`src/pkg/sps_regs.vh`:
```
// constants for the slave port forwarding and state machine block
`ifndef SPS_REGS_VH
`define SPS_REGS_VH

// state codes reported on o_state; the copy code is shown there as preop
`define SPS_ST_INIT    4'h1
`define SPS_ST_PREOP   4'h2
`define SPS_ST_BOOT    4'h3
`define SPS_ST_COPY    4'h5
`define SPS_ST_SAFEOP  4'h4
`define SPS_ST_OP      4'h8

// traffic class carried in the first byte of a frame
`define SPS_TY_MBX     8'h01
`define SPS_TY_FILE    8'h02
`define SPS_TY_OBJ     8'h03
`define SPS_TY_PD      8'h04

// byte positions inside a frame
`define SPS_POS_TYPE   6'h00
`define SPS_POS_PD     6'h01
`define SPS_POS_MAX    6'h3f
`define SPS_POS_ONE    6'h01

// stream sources and transmit ports
`define SPS_SRC_PROC   2'h0
`define SPS_SRC_R1     2'h1
`define SPS_SRC_R2     2'h2
`define SPS_SRC_NONE   2'h3
`define SPS_TX_P0      2'h0
`define SPS_TX_P1      2'h1
`define SPS_TX_P2      2'h2

// reset and safe values, fifo depth and address width
`define SPS_SAFE_OUT   8'h00
`define SPS_FIFO_DEPTH 32
`define SPS_FIFO_AW    5

`endif

```
`src/sps_fifo.v`:
```
// frame byte fifo between the processing unit and the port router
`include "sps_regs.vh"
`default_nettype none

module sps_fifo #(
  parameter W     = 9,
  parameter DEPTH = `SPS_FIFO_DEPTH,
  parameter AW    = `SPS_FIFO_AW
) (
  input  wire         i_clk_sys,
  input  wire         i_rst,
  input  wire         i_in_valid,
  input  wire [W-1:0] i_in_data,
  output wire         o_in_ready,
  output wire         o_out_valid,
  output wire [W-1:0] o_out_data,
  input  wire         i_out_ready
);

  reg [W-1:0]  mem [0:DEPTH-1];
  reg [AW-1:0] wr_q;
  reg [AW-1:0] rd_q;
  reg [AW:0]   cnt_q;
  wire         push;
  wire         pop;

  // full and empty come straight from the occupancy count
  assign o_in_ready  = (cnt_q != DEPTH[AW:0]);
  assign o_out_valid = (cnt_q != {(AW+1){1'b0}});
  assign o_out_data  = mem[rd_q];
  assign push        = i_in_valid & o_in_ready;
  assign pop         = o_out_valid & i_out_ready;

  // storage has no reset, only the pointers and the count do
  always @(posedge i_clk_sys) begin
    if (push) begin
      mem[wr_q] <= i_in_data;
    end
  end

  // pointers wrap; depth must be a power of two
  always @(posedge i_clk_sys or posedge i_rst) begin
    if (i_rst) begin
      wr_q  <= {AW{1'b0}};
      rd_q  <= {AW{1'b0}};
      cnt_q <= {(AW+1){1'b0}};
    end else begin
      if (push) begin
        wr_q <= wr_q + {{(AW-1){1'b0}}, 1'b1};
      end
      if (pop) begin
        rd_q <= rd_q + {{(AW-1){1'b0}}, 1'b1};
      end
      if (push & ~pop) begin
        cnt_q <= cnt_q + {{AW{1'b0}}, 1'b1};
      end else if (pop & ~push) begin
        cnt_q <= cnt_q - {{AW{1'b0}}, 1'b1};
      end
    end
  end

endmodule

`default_nettype wire

```
`src/sps_top.v`:
```
// port forwarding ring, frame processing and slave state machine
`include "sps_regs.vh"
`default_nettype none

// Notes on behaviour
// - ports 1 and 2 are each opened or closed on their own, by their link state; port 0 stays open.
// - frames from the network input on port 0 enter the processing unit.
// - processed frames go out port 1 only while port 1 reports link.
// - frames back on port 1 go out port 2 only while it has link.
// - frames arriving on port 2 are sent out port 0.
// - datagram contents are touched only on the port 0 processing path.
// - state machine has init, preop, safeop, operational and boot states.
// - reset enters init; no mailbox and no process data there.
// - init to preop is taken only when mailbox setup is correct.
// - preop allows mailbox traffic and blocks process data.
// - preop to safeop checks process data setup and used clock setup.
// - inputs are copied to the memory image before safeop is acknowledged.
// - safeop allows all but object dictionary traffic, refreshes inputs, holds outputs safe while the watchdog is on.
// - watchdog on forces safe outputs in safeop; watchdog off lets safeop drive them.
// - operational applies master output data; all traffic but object dictionary enabled.
// - boot is entered only from init.
// - boot accepts file transfer mailbox only, nothing else.
// - the object dictionary mailbox protocol is never served.
module sps_top #(
  parameter DW = 8
) (
  input  wire          i_clk_sys,
  input  wire          i_rst,
  input  wire          i_p0_rx_valid,
  input  wire [DW-1:0] i_p0_rx_data,
  input  wire          i_p0_rx_last,
  output wire          o_p0_rx_ready,
  input  wire          i_p1_rx_valid,
  input  wire [DW-1:0] i_p1_rx_data,
  input  wire          i_p1_rx_last,
  output wire          o_p1_rx_ready,
  input  wire          i_p2_rx_valid,
  input  wire [DW-1:0] i_p2_rx_data,
  input  wire          i_p2_rx_last,
  output wire          o_p2_rx_ready,
  output wire          o_p0_tx_valid,
  output wire [DW-1:0] o_p0_tx_data,
  output wire          o_p0_tx_last,
  input  wire          i_p0_tx_ready,
  output wire          o_p1_tx_valid,
  output wire [DW-1:0] o_p1_tx_data,
  output wire          o_p1_tx_last,
  input  wire          i_p1_tx_ready,
  output wire          o_p2_tx_valid,
  output wire [DW-1:0] o_p2_tx_data,
  output wire          o_p2_tx_last,
  input  wire          i_p2_tx_ready,
  input  wire          i_p1_link,
  input  wire          i_p2_link,
  input  wire          i_req_valid,
  input  wire [3:0]    i_req_state,
  input  wire          i_mbx_cfg_ok,
  input  wire          i_pd_cfg_ok,
  input  wire          i_dc_used,
  input  wire          i_dc_cfg_ok,
  input  wire          i_wdog_en,
  input  wire [DW-1:0] i_inputs,
  output wire [DW-1:0] o_outputs,
  output wire [3:0]    o_state,
  output wire          o_ack,
  output wire          o_refused,
  output wire          o_mbx_en,
  output wire          o_pd_en,
  output wire          o_frame_accept,
  output wire          o_frame_reject
);

  localparam ST_INIT   = `SPS_ST_INIT;
  localparam ST_PREOP  = `SPS_ST_PREOP;
  localparam ST_BOOT   = `SPS_ST_BOOT;
  localparam ST_COPY   = `SPS_ST_COPY;
  localparam ST_SAFEOP = `SPS_ST_SAFEOP;
  localparam ST_OP     = `SPS_ST_OP;

  // closed port forwarding: a frame skips any port without link
  function [1:0] route;
    input [1:0] src;
    input       l1;
    input       l2;
    begin
      case (src)
        `SPS_SRC_PROC: route = l1 ? `SPS_TX_P1 : (l2 ? `SPS_TX_P2 : `SPS_TX_P0);
        `SPS_SRC_R1:   route = l2 ? `SPS_TX_P2 : `SPS_TX_P0;
        default:       route = `SPS_TX_P0;
      endcase
    end
  endfunction

  // link pins come from the phys, so two flops first
  reg  [1:0]    link_s1_q;
  reg  [1:0]    link_s2_q;
  // state machine
  reg  [3:0]    state_q;
  reg  [3:0]    state_d;
  reg           ack_q;
  reg           ack_d;
  reg           ref_q;
  reg           ref_d;
  // process images
  reg  [DW-1:0] in_img_q;
  reg  [DW-1:0] out_img_q;
  reg  [DW-1:0] out_q;
  // frame parsing on port 0
  reg  [5:0]    pos_q;
  reg  [7:0]    type_q;
  reg           acc_q;
  reg           rej_q;
  reg           cls_ok;
  reg  [DW-1:0] proc_data;
  // router
  reg  [2:0]    busy_q;
  reg  [5:0]    dst_q;
  reg  [5:0]    own_q;
  reg  [5:0]    dst_c;
  reg  [5:0]    gsel_c;
  reg  [2:0]    src_rdy_c;
  reg  [2:0]    tx_v_c;
  reg  [3*DW-1:0] tx_d_c;
  reg  [2:0]    tx_l_c;
  integer       s, sq;
  integer       t, tq;

  wire          link1 = link_s2_q[0];
  wire          link2 = link_s2_q[1];
  wire          mbx_ok;
  wire          file_ok;
  wire          pd_ok;
  wire          rx0_take;
  wire [7:0]    rx0_cls;
  wire          fifo_out_v;
  wire [DW:0]   fifo_out_d;
  wire [2:0]    src_v;
  wire [2:0]    src_l;
  wire [3*DW-1:0] src_d;
  wire [2:0]    tx_rdy;

  // two flop synchroniser on the link reports
  always @(posedge i_clk_sys or posedge i_rst) begin
    if (i_rst) begin
      link_s1_q <= 2'h0;
      link_s2_q <= 2'h0;
    end else begin
      link_s1_q <= {i_p2_link, i_p1_link};
      link_s2_q <= link_s1_q;
    end
  end

  // traffic permissions per state; copy phase still counts as preop
  assign mbx_ok  = (state_q == ST_PREOP) | (state_q == ST_COPY) | (state_q == ST_SAFEOP) |
                   (state_q == ST_OP);
  assign file_ok = mbx_ok | (state_q == ST_BOOT);
  assign pd_ok   = (state_q == ST_SAFEOP) | (state_q == ST_OP);

  // next state; requests in the copy phase are refused to keep it atomic
  always @* begin
    state_d = state_q;
    ack_d   = 1'b0;
    ref_d   = 1'b0;
    case (state_q)
      ST_INIT: begin
        if (i_req_valid) begin
          if (i_req_state == ST_INIT) begin
            ack_d = 1'b1;
          end else if (i_req_state == ST_PREOP && i_mbx_cfg_ok) begin
            state_d = ST_PREOP;
            ack_d   = 1'b1;
          end else if (i_req_state == ST_BOOT) begin
            state_d = ST_BOOT;
            ack_d   = 1'b1;
          end else begin
            ref_d = 1'b1;
          end
        end
      end
      ST_BOOT: begin
        if (i_req_valid) begin
          if (i_req_state == ST_INIT || i_req_state == ST_BOOT) begin
            state_d = i_req_state;
            ack_d   = 1'b1;
          end else begin
            ref_d = 1'b1;
          end
        end
      end
      ST_PREOP: begin
        if (i_req_valid) begin
          if (i_req_state == ST_INIT || i_req_state == ST_PREOP) begin
            state_d = i_req_state;
            ack_d   = 1'b1;
          end else if (i_req_state == ST_SAFEOP && i_pd_cfg_ok &&
                       (~i_dc_used | i_dc_cfg_ok)) begin
            state_d = ST_COPY;
          end else begin
            ref_d = 1'b1;
          end
        end
      end
      ST_COPY: begin
        state_d = ST_SAFEOP;
        ack_d   = 1'b1;
        ref_d   = i_req_valid;
      end
      ST_SAFEOP: begin
        if (i_req_valid) begin
          if (i_req_state == ST_INIT || i_req_state == ST_PREOP ||
              i_req_state == ST_SAFEOP || i_req_state == ST_OP) begin
            state_d = i_req_state;
            ack_d   = 1'b1;
          end else begin
            ref_d = 1'b1;
          end
        end
      end
      ST_OP: begin
        if (i_req_valid) begin
          if (i_req_state == ST_INIT || i_req_state == ST_PREOP ||
              i_req_state == ST_SAFEOP || i_req_state == ST_OP) begin
            state_d = i_req_state;
            ack_d   = 1'b1;
          end else begin
            ref_d = 1'b1;
          end
        end
      end
      default: begin
        state_d = ST_INIT;
      end
    endcase
  end

  // state registers; power up lands in init
  always @(posedge i_clk_sys or posedge i_rst) begin
    if (i_rst) begin
      state_q <= ST_INIT;
      ack_q   <= 1'b0;
      ref_q   <= 1'b0;
    end else begin
      state_q <= state_d;
      ack_q   <= ack_d;
      ref_q   <= ref_d;
    end
  end

  // input image: snapshot in copy phase, refreshed every cycle after
  always @(posedge i_clk_sys or posedge i_rst) begin
    if (i_rst) begin
      in_img_q <= `SPS_SAFE_OUT;
    end else if (state_q == ST_COPY || pd_ok) begin
      in_img_q <= i_inputs;
    end
  end

  // outputs follow master data in op, or in safeop with the watchdog off
  always @(posedge i_clk_sys or posedge i_rst) begin
    if (i_rst) begin
      out_q <= `SPS_SAFE_OUT;
    end else if (state_q == ST_OP || (state_q == ST_SAFEOP && ~i_wdog_en)) begin
      out_q <= out_img_q;
    end else begin
      out_q <= `SPS_SAFE_OUT;
    end
  end

  // port 0 frames are parsed and edited on their way into the fifo
  assign rx0_cls = (pos_q == `SPS_POS_TYPE) ? i_p0_rx_data[7:0] : type_q;

  // class permission; object dictionary traffic is never served
  always @* begin
    case (rx0_cls)
      `SPS_TY_MBX:  cls_ok = mbx_ok & (state_q != ST_BOOT);
      `SPS_TY_FILE: cls_ok = file_ok;
      `SPS_TY_OBJ:  cls_ok = 1'b0;
      `SPS_TY_PD:   cls_ok = pd_ok;
      default:      cls_ok = 1'b0;
    endcase
  end

  // only the process data byte is swapped for the input image
  always @* begin
    proc_data = i_p0_rx_data;
    if (pos_q == `SPS_POS_PD && type_q == `SPS_TY_PD && pd_ok) begin
      proc_data = in_img_q;
    end
  end

  // frame byte counter, latched class and accept or reject pulses
  always @(posedge i_clk_sys or posedge i_rst) begin
    if (i_rst) begin
      pos_q     <= `SPS_POS_TYPE;
      type_q    <= 8'h00;
      acc_q     <= 1'b0;
      rej_q     <= 1'b0;
      out_img_q <= `SPS_SAFE_OUT;
    end else begin
      acc_q <= 1'b0;
      rej_q <= 1'b0;
      if (rx0_take) begin
        if (i_p0_rx_last) begin
          pos_q <= `SPS_POS_TYPE;
        end else if (pos_q != `SPS_POS_MAX) begin
          pos_q <= pos_q + `SPS_POS_ONE;
        end
        if (pos_q == `SPS_POS_TYPE) begin
          type_q <= i_p0_rx_data[7:0];
          acc_q  <= cls_ok;
          rej_q  <= ~cls_ok;
        end
        // master output byte kept only while process data is allowed
        if (pos_q == `SPS_POS_PD && type_q == `SPS_TY_PD && pd_ok) begin
          out_img_q <= i_p0_rx_data;
        end
      end
    end
  end

  // fifo in the processed path; full fifo stalls port 0 receive
  sps_fifo #(
    .W     (DW + 1),
    .DEPTH (`SPS_FIFO_DEPTH),
    .AW    (`SPS_FIFO_AW)
  ) u_fifo (
    .i_clk_sys   (i_clk_sys),
    .i_rst       (i_rst),
    .i_in_valid  (i_p0_rx_valid),
    .i_in_data   ({i_p0_rx_last, proc_data}),
    .o_in_ready  (o_p0_rx_ready),
    .o_out_valid (fifo_out_v),
    .o_out_data  (fifo_out_d),
    .i_out_ready (src_rdy_c[0])
  );

  assign rx0_take = i_p0_rx_valid & o_p0_rx_ready;

  // router sources: processed path, port 1 return, port 2 return
  assign src_v  = {i_p2_rx_valid, i_p1_rx_valid, fifo_out_v};
  assign src_l  = {i_p2_rx_last, i_p1_rx_last, fifo_out_d[DW]};
  assign src_d  = {i_p2_rx_data, i_p1_rx_data, fifo_out_d[DW-1:0]};
  assign tx_rdy = {i_p2_tx_ready, i_p1_tx_ready, i_p0_tx_ready};

  // frame-locked arbiter; lowest source wins a free port
  always @* begin
    dst_c     = 6'h00;
    gsel_c    = {3{`SPS_SRC_NONE}};
    src_rdy_c = 3'h0;
    tx_v_c    = 3'h0;
    tx_d_c    = {(3*DW){1'b0}};
    tx_l_c    = 3'h0;
    for (s = 0; s < 3; s = s + 1) begin
      dst_c[2*s +: 2] = busy_q[s] ? dst_q[2*s +: 2] : route(s[1:0], link1, link2);
    end
    for (t = 0; t < 3; t = t + 1) begin
      if (own_q[2*t +: 2] != `SPS_SRC_NONE) begin
        gsel_c[2*t +: 2] = own_q[2*t +: 2];
      end else begin
        for (s = 2; s >= 0; s = s - 1) begin
          if (src_v[s] && dst_c[2*s +: 2] == t[1:0] && ~busy_q[s]) begin
            gsel_c[2*t +: 2] = s[1:0];
          end
        end
      end
      for (s = 0; s < 3; s = s + 1) begin
        if (gsel_c[2*t +: 2] == s[1:0]) begin
          tx_v_c[t]           = src_v[s];
          tx_d_c[DW*t +: DW]  = src_d[DW*s +: DW];
          tx_l_c[t]           = src_l[s];
          src_rdy_c[s]        = tx_rdy[t];
        end
      end
    end
  end

  // a frame keeps its port and route until its last byte passes
  always @(posedge i_clk_sys or posedge i_rst) begin
    if (i_rst) begin
      busy_q <= 3'h0;
      dst_q  <= 6'h00;
      own_q  <= {3{`SPS_SRC_NONE}};
    end else begin
      for (sq = 0; sq < 3; sq = sq + 1) begin
        if (src_v[sq] && src_rdy_c[sq]) begin
          busy_q[sq]       <= ~src_l[sq];
          dst_q[2*sq +: 2] <= dst_c[2*sq +: 2];
        end
      end
      for (tq = 0; tq < 3; tq = tq + 1) begin
        if (tx_v_c[tq] && tx_rdy[tq]) begin
          own_q[2*tq +: 2] <= tx_l_c[tq] ? `SPS_SRC_NONE : gsel_c[2*tq +: 2];
        end
      end
    end
  end

  // receive ready on the return ports follows the grant
  assign o_p1_rx_ready  = src_rdy_c[1];
  assign o_p2_rx_ready  = src_rdy_c[2];
  assign o_p0_tx_valid  = tx_v_c[0];
  assign o_p0_tx_data   = tx_d_c[DW-1:0];
  assign o_p0_tx_last   = tx_l_c[0];
  assign o_p1_tx_valid  = tx_v_c[1];
  assign o_p1_tx_data   = tx_d_c[2*DW-1:DW];
  assign o_p1_tx_last   = tx_l_c[1];
  assign o_p2_tx_valid  = tx_v_c[2];
  assign o_p2_tx_data   = tx_d_c[3*DW-1:2*DW];
  assign o_p2_tx_last   = tx_l_c[2];

  // status outputs
  assign o_outputs      = out_q;
  assign o_state        = (state_q == ST_COPY) ? ST_PREOP : state_q;
  assign o_ack          = ack_q;
  assign o_refused      = ref_q;
  assign o_mbx_en       = file_ok;
  assign o_pd_en        = pd_ok;
  assign o_frame_accept = acc_q;
  assign o_frame_reject = rej_q;

endmodule

`default_nettype wire

```
`config.mk`:
```
export PLATFORM = sky130hd
export DESIGN_NAME = sps_top
export DESIGN_NICKNAME = d
export VERILOG_FILES = /design/src/sps_fifo.v /design/src/sps_top.v
export VERILOG_INCLUDE_DIRS = /design/src /design/src/pkg
export SDC_FILE = /design/constraint.sdc
export NUM_CORES = 1
export LEC_CHECK = 0
export ABC_AREA = 1
export BUFFER_PORTS_ARGS = -buffer_cell sky130_fd_sc_hd__buf_2
export CAP_MARGIN = 40
export CORE_AREA = 2 2 195 197
export CTS_CLUSTER_DIAMETER = 50
export DETAILED_ROUTE_END_ITERATION = 8
export DIE_AREA = 0 0 197 199
export REMOVE_ABC_BUFFERS = 1
export SYNTH_ARGS = -nofsm -noshare
export SYNTH_HDL_FRONTEND = slang
export SYNTH_SLANG_ARGS = --single-unit
```
`constraint.sdc`:
```
create_clock -name i_clk_sys -period 4.21 [get_ports i_clk_sys]
set_input_delay 0.842 -clock i_clk_sys [delete_from_list [all_inputs] [get_ports i_clk_sys]]
set_output_delay 0.842 -clock i_clk_sys [all_outputs]
set_load 0.01 [all_outputs]
```
* After elaboration in Yosys (flattened, before gate mapping)
Memory sizes are Yosys's and may differ from the RTL's.
Index checks and enable logic that the tools add are counted.
** Cells by class
- Muxes and demuxes :: 106
- Reduce and logical (&&, ||, !) cells :: 50
- Add/sub/neg operators :: 5
- Equal/unequal tests :: 43
- Bitwise gates (word level) :: 22
** Operator list (count)
- two-way mux 8 bit :: 12
- two-way mux 1 bit :: 57
- two-way mux 4 bit :: 12
- two-way mux 2 bit :: 17
- logical AND 1 bit :: 30
- two-way mux 6 bit :: 4
- one-hot mux 4 bit (5 select lines) :: 1
- equality test 4 x 2 -> 1 bit (second input constant) :: 4
- equality test 8 x 3 -> 1 bit (second input constant) :: 2
- inequality test 2 bit (second input constant) :: 7
- adder 6 x 1 -> 6 bit (second input constant) :: 2
- equality test 2 x 1 -> 1 bit (second input constant) :: 6
- equality test 2 bit (second input constant) :: 6
- equality test 4 x 3 -> 1 bit (second input constant) :: 3
- logical NOT 2 bit :: 6
- inequality test 6 bit (second input constant) :: 2
- inverter 1 bit :: 11
- adder 5 x 1 -> 5 bit (second input constant) :: 2
- one-hot mux 1 bit (5 select lines) :: 2
- AND reduction 9 bit :: 1
- equality test 4 x 1 -> 1 bit (second input constant) :: 2
- equality test 4 bit (second input constant) :: 2
- equality test 8 x 1 -> 1 bit (second input constant) :: 1
- equality test 8 x 2 -> 1 bit (second input constant) :: 1
- other kinds (15) :: 33
** Word-level totals
- Memories :: 1
- Flip-flop bits (word level) :: 81
- Logic and storage cells :: 251
- Memory bits (writable) :: 288
- Input port bits :: 55
** Memory list
- u_fifo.mem :: words 32, bits a word 9, read ports 1, clocked after memory_dff 0, wr ports 1, RTL line sps_fifo.v:20 : reg [W-1:0] mem [0:DEPTH-1];

* Depth between registers and ports, before layout
- Depth after elaboration :: 16
- Depth in mapped cells :: 22
- Mapped depth without buffers :: 22

* Cells and area by module
A second synthesis with hierarchy kept.
** Unflattened totals
- Cell total of the unflattened synthesis :: 1819
- Area, all modules :: 17170.2 um^2
** By module, submodules not included
- sps_fifo :: seq. area each 9048.7 um^2, area an instance 13241.4 um^2, cells each 1269, times used 1
- sps_top :: seq. area each 1510.2 um^2, area an instance 3928.8 um^2, cells each 550, times used 1

* Least setup slack after synthesis
Ideal clock, no wire load.
- Path type :: input-to-reg
- Start point :: in i_p2_rx_valid
- End point :: reg u_fifo.cnt_q[5]
- Arrival :: 3.147 ns
- Stages on the path :: 19
- Required time :: 4.131 ns
- Setup slack :: 0.984 ns
- Path through :: clkbuf_1 -> nand3b_1 -> nand3_2 -> nand2_4 -> nor2_8 -> nand3_2 -> nand2_4 -> nand2_4 -> ha_1 -> inv_1 -> ha_1 -> a21oi_1 -> nand2_1 -> nand2_1 -> nand2_1 -> a21oi_1 -> o21ai_0 -> a21oi_1 -> xor2_1
** Between the ends
- Cells in the longest elaborated chain, start to end :: 14
** Ends and longest elaborated chain
- start: declaration :: RTL line sps_top.v:37 : input wire i_p2_rx_valid,
- logical AND 1 bit (2 in a row) :: RTL line sps_top.v:361 : if (src_v[s] && dst_c[2*s +: 2] == t[1:0] && ~busy_q[s]) begin
- two-way mux 1 bit :: RTL line sps_top.v:361
- two-way mux 2 bit (2 in a row) :: RTL line sps_top.v:361
- two-way mux 2 bit :: RTL line sps_top.v:357 : if (own_q[2*t +: 2] != `SPS_SRC_NONE) begin
- logical NOT 2 bit :: RTL line sps_top.v:367 : if (gsel_c[2*t +: 2] == s[1:0]) begin
- two-way mux 1 bit (2 in a row) :: RTL line sps_top.v:367
- two-way mux 1 bit * :: RTL line sps_top.v:367
- AND 1 bit * :: RTL line sps_fifo.v:32 : assign pop = o_out_valid & i_out_ready;
- inverter 1 bit :: RTL line sps_fifo.v:54 : if (push & ~pop) begin
- AND 1 bit :: RTL line sps_fifo.v:54
- two-way mux 6 bit or nonzero test 2 bit (tied branches)
- end signal: assignment :: RTL line sps_fifo.v:46 : cnt_q <= {(AW+1){1'b0}};
- end signal: assignment :: RTL line sps_fifo.v:55 : cnt_q <= cnt_q + {{AW{1'b0}}, 1'b1};
- end signal: assignment :: RTL line sps_fifo.v:57 : cnt_q <= cnt_q - {{AW{1'b0}}, 1'b1};
- end: declaration :: RTL line sps_fifo.v:23 : reg [AW:0] cnt_q;
Every way passes the cells marked *; elsewhere a longest branch is shown, timed or not.
A chain may end at the register's enable or synchronous reset.

* Worst setup path in the final report
- Start point :: reg u_fifo.rd_q[0]
- End point :: out o_p1_tx_last
** Between the ends
- Cells in the longest elaborated chain, start to end :: 4
** Ends and longest elaborated chain
- start: declaration :: RTL line sps_fifo.v:22 : reg [AW-1:0] rd_q;
- start signal: assignment :: RTL line sps_fifo.v:45 : rd_q <= {AW{1'b0}};
- start signal: assignment :: RTL line sps_fifo.v:52 : rd_q <= rd_q + {{(AW-1){1'b0}}, 1'b1};
- memory (32 x 9 bit)
- two-way mux 1 bit (3 in a row) :: RTL line sps_top.v:367
- end: declaration :: RTL line sps_top.v:47 : output wire o_p1_tx_last,
No other way between the ends.

==> impl_results.md <==
- Outcome: completed
- Row count: between 70 and 80
- Seq/Total Area, Yosys: 64.23%
- Share of the synthesized area in the top cell type: a little over half
- Post-Syn Instances: roughly 1600
- Diode count: 0
- Post-synth EDFFs: roughly 290
- Tcrit/Tclk final: approximately 93%
- Initial core utilization: between 40% and 50%
- All-layer global routing usage: around 22%
- Primary FF master, synth: edfxtp_1
- Total routed wirelength: around 42000 microns
- Core area: about 37000 sq um
- Congestion Overflow GR: 0
- Clk buf depth: 3
- Avg Inst Size Synth: about 10 sq um
- Synth Area in Compound Gates: about 8.1%
- R2R setup slack: between 600 and 700 ps
- Post-Place Cell Area: approximately 18000 sq um
- Synth Area in XOR/XNOR: less than 1%
- Routed Antenna Nets: 0
- Simple-Gate Fraction of Synth Area: between 20% and 30%
- CTS tree: built
- Critical path startpoint: u_fifo.rd_q[0]$_DFFE_PP0P_
- Total Nets Final: between 1500 and 2000
- Pre-CTS setup slack: 433.2 ps
- Kind of critical path: flop to output pin
- Pre-antenna DRT Iters: 6
- Avg WL per Cell: 18.87 microns
- Design area: around 19000 sq um
- CTS Hold Buffers Added: 0
- Vias in the first global route: between 10000 and 15000
- IO Count: 106
- CTS buffer count: 42
- Worst Tran Pin Value: 853.8 ps
- Worst setup endpoint: o_p1_tx_last
- #FFs+latches synth: about 360
- Synth-to-Final Area Change: 16.66%
- Dpl cells: around 2200
- Largest net degree at the start of global routing: 94
- Commonest cells in the netlist: 474 x nand2_1, 288 x edfxtp_1, 157 x nand3_1
- CP Max Fanout: 93
- Chip Height: 199 microns
- Max IR drop VDD: approximately 0.4 mV
- Worst hold path type: input port to async pin
- Initial antenna violation count: 0
- # Post-CTS Setup Buffers: 0
- Final Util: around 52%
- Async set-reset flop share out of synthesis: about a fifth
- Cell taking the most area after synthesis: edfxtp_1
- PwrDens: about 740 nW/um^2
- Mux share of post-synthesis cell area: less than 1%
- Vias/cell: approximately 5.4
- Crit Reg-Reg Endpoint: u_fifo.cnt_q[5]$_DFFE_PP0P_
- Minimum clock period: roughly 3900 ps
- Post-DP HPWL: 27090 microns
- Port Buf Inserts: 105
- Die area: a little under 40000 sq um
- Clk root buf: clkbuf_16
- Setup TNS: 0 ps
- Clk pin slew, worst setup/hold paths: approximately 60 ps
- Synth cell types: 50
- TritonCTS Sinks: roughly 360
- Reg2Reg Depth: 19
- Hold Fails Final Rpt: 0
- Worst skew pair latency: roughly 540 ps
- Most common cell in the synthesized netlist: nand2_1
- Die Span X: between 150 and 200 microns
- Largest family of logic cells by synthesized area: simple AND/OR/NAND/NOR gates
- Worst EP arrival: about 3000 ps
- GPL Wtd Cong: 0.8657
- DRC Markers: 0
- Setup crit start kind: flop
- Crit path required time: 3370 ps
- Via count: around 12000
- Max-cap check violation count: 0
- Element type at the critical path end: output pin
- Non-Filler Instances: approximately 2200
- Final setup violation count: 0
- Share of layout cells above drive strength 1: roughly 17%
- Synth Area in Adders: under 10%
- Count of pins over their slew limit: 0
- Rel. slew slack: 43.08%
- RSZ-0062 raised after global routing: no
- Synth area leaders: edfxtp_1 53%, nand2_1 11%, dfrtp_1 11%, nand3_1 4.8%, a21oi_1 3.3%
- Worst clock skew: around 15 ps
- CTS-repair resized insts: 0
- Ys Warns: 0
- Static leakage: 7.770 nW
- # H-tree levels: 2
- First-pass GRT wire length: about 66000 microns
- Final Worst Setup Slack: 276.6 ps
- Max frequency: 0.2542 GHz
- Worst r2r src: own_q[3]$_DFFE_PP1P_
- Synth Cell Area: between 15000 and 20000 sq um
- Initial DRC count: ~1100
==> registers in the layout, summed over array words and instances (netlist names), 6 cells and up <==
name,flops
u_fifo.cnt_q,6
o_outputs,8
in_img_q,8
own_q,6
type_q,8
u_fifo.mem,288
out_img_q,8
pos_q,6
==> critical path, stage by stage (launching register included) <==
cell and delay (ps):
dfrtp_4 690, inv_4 160, buf_12 360, nand2_1 90
nand3_1 90, nand3_1 120, nand3_1 190, nand3_1 120
nand2_1 210, nand2_1 100, o211ai_1 150, buf_2 200
==> report_power, final <==
part           internal [mW]  switching (mW)  total (mW)
combinational           1.84            3.94        5.78
sequential              4.34           0.326        4.66
clock                   2.24            1.48        3.72
total                   8.41            5.75        14.2
==> cell type report <==
cell class              count  area [sq um]
clock inverters            22         200.2
multi-input cells        1070          5214
clock buffers              56          1251
well taps                 474         593.1
repair buffers            157         993.5
inverters                  95         361.6
flip-flops and latches    364         10560
fillers                  3280         17960
==> kinds of logic after synthesis <==
family,after synthesis
compound gates,230
xor+xnor,9
fa+ha+maj,15
buf+inv,164
flops,364
mux,5
simple gates,811
==> stage by stage <==
step	hold WS, ps	power (mW)
5_1_grt	278.8	15.07
2_1_floorplan	331.2	8.393
3_5_place_dp	350.3	10.48
6_report	270.5	14.16
3_3_place_gp	333.6	10.40
4_1_cts	262.6	14.21
==> how the worst min path moves through the flow <==
stage                                 startpoint                      to  slack (ps)  cells after the start
final                                      i_rst    dst_q[1]$_DFFE_PP0P_         270                      2
after detailed placement  link_s1_q[1]$_DFF_PP0_  link_s2_q[1]$_DFF_PP0_         350                      0
after global routing                       i_rst  link_s2_q[0]$_DFF_PP0_         280                      2
after CTS                                  i_rst  link_s2_q[0]$_DFF_PP0_         260                      2
after floorplan           link_s1_q[0]$_DFF_PP0_  link_s2_q[0]$_DFF_PP0_         330                      0
after global placement    link_s1_q[1]$_DFF_PP0_  link_s2_q[1]$_DFF_PP0_         330                      0
==> layer usage <==
layer | global-route usage, % | up-vias | share of wire, %
met4 | 7.268 | 0 | 3.0
li1 | - | 5763 | -
met3 | 3.306 | 88 | 6.9
met5 | 0 | - | 0
met1 | 30.39 | 5822 | 44
met2 | 35.01 | 435 | 46
==> layout by cell type, fill, tap and decap left out, types with 8 or more instances in the layout <==
cell type and instances:
buf_2 105, nand4_1 11, nand3_2 9, o31ai_1 9, clkinv_2 8, a22oi_1 16
a21oi_1 109, edfxtp_1 288, dfrtp_1 67, nor2_1 112, inv_2 8, nand2_1 474
o21ai_0 55, ha_1 14, inv_1 83, buf_4 45, clkbuf_16 48, nand2_2 13
nand3_1 157
Note: power is estimated with default switching activity, not from simulation.
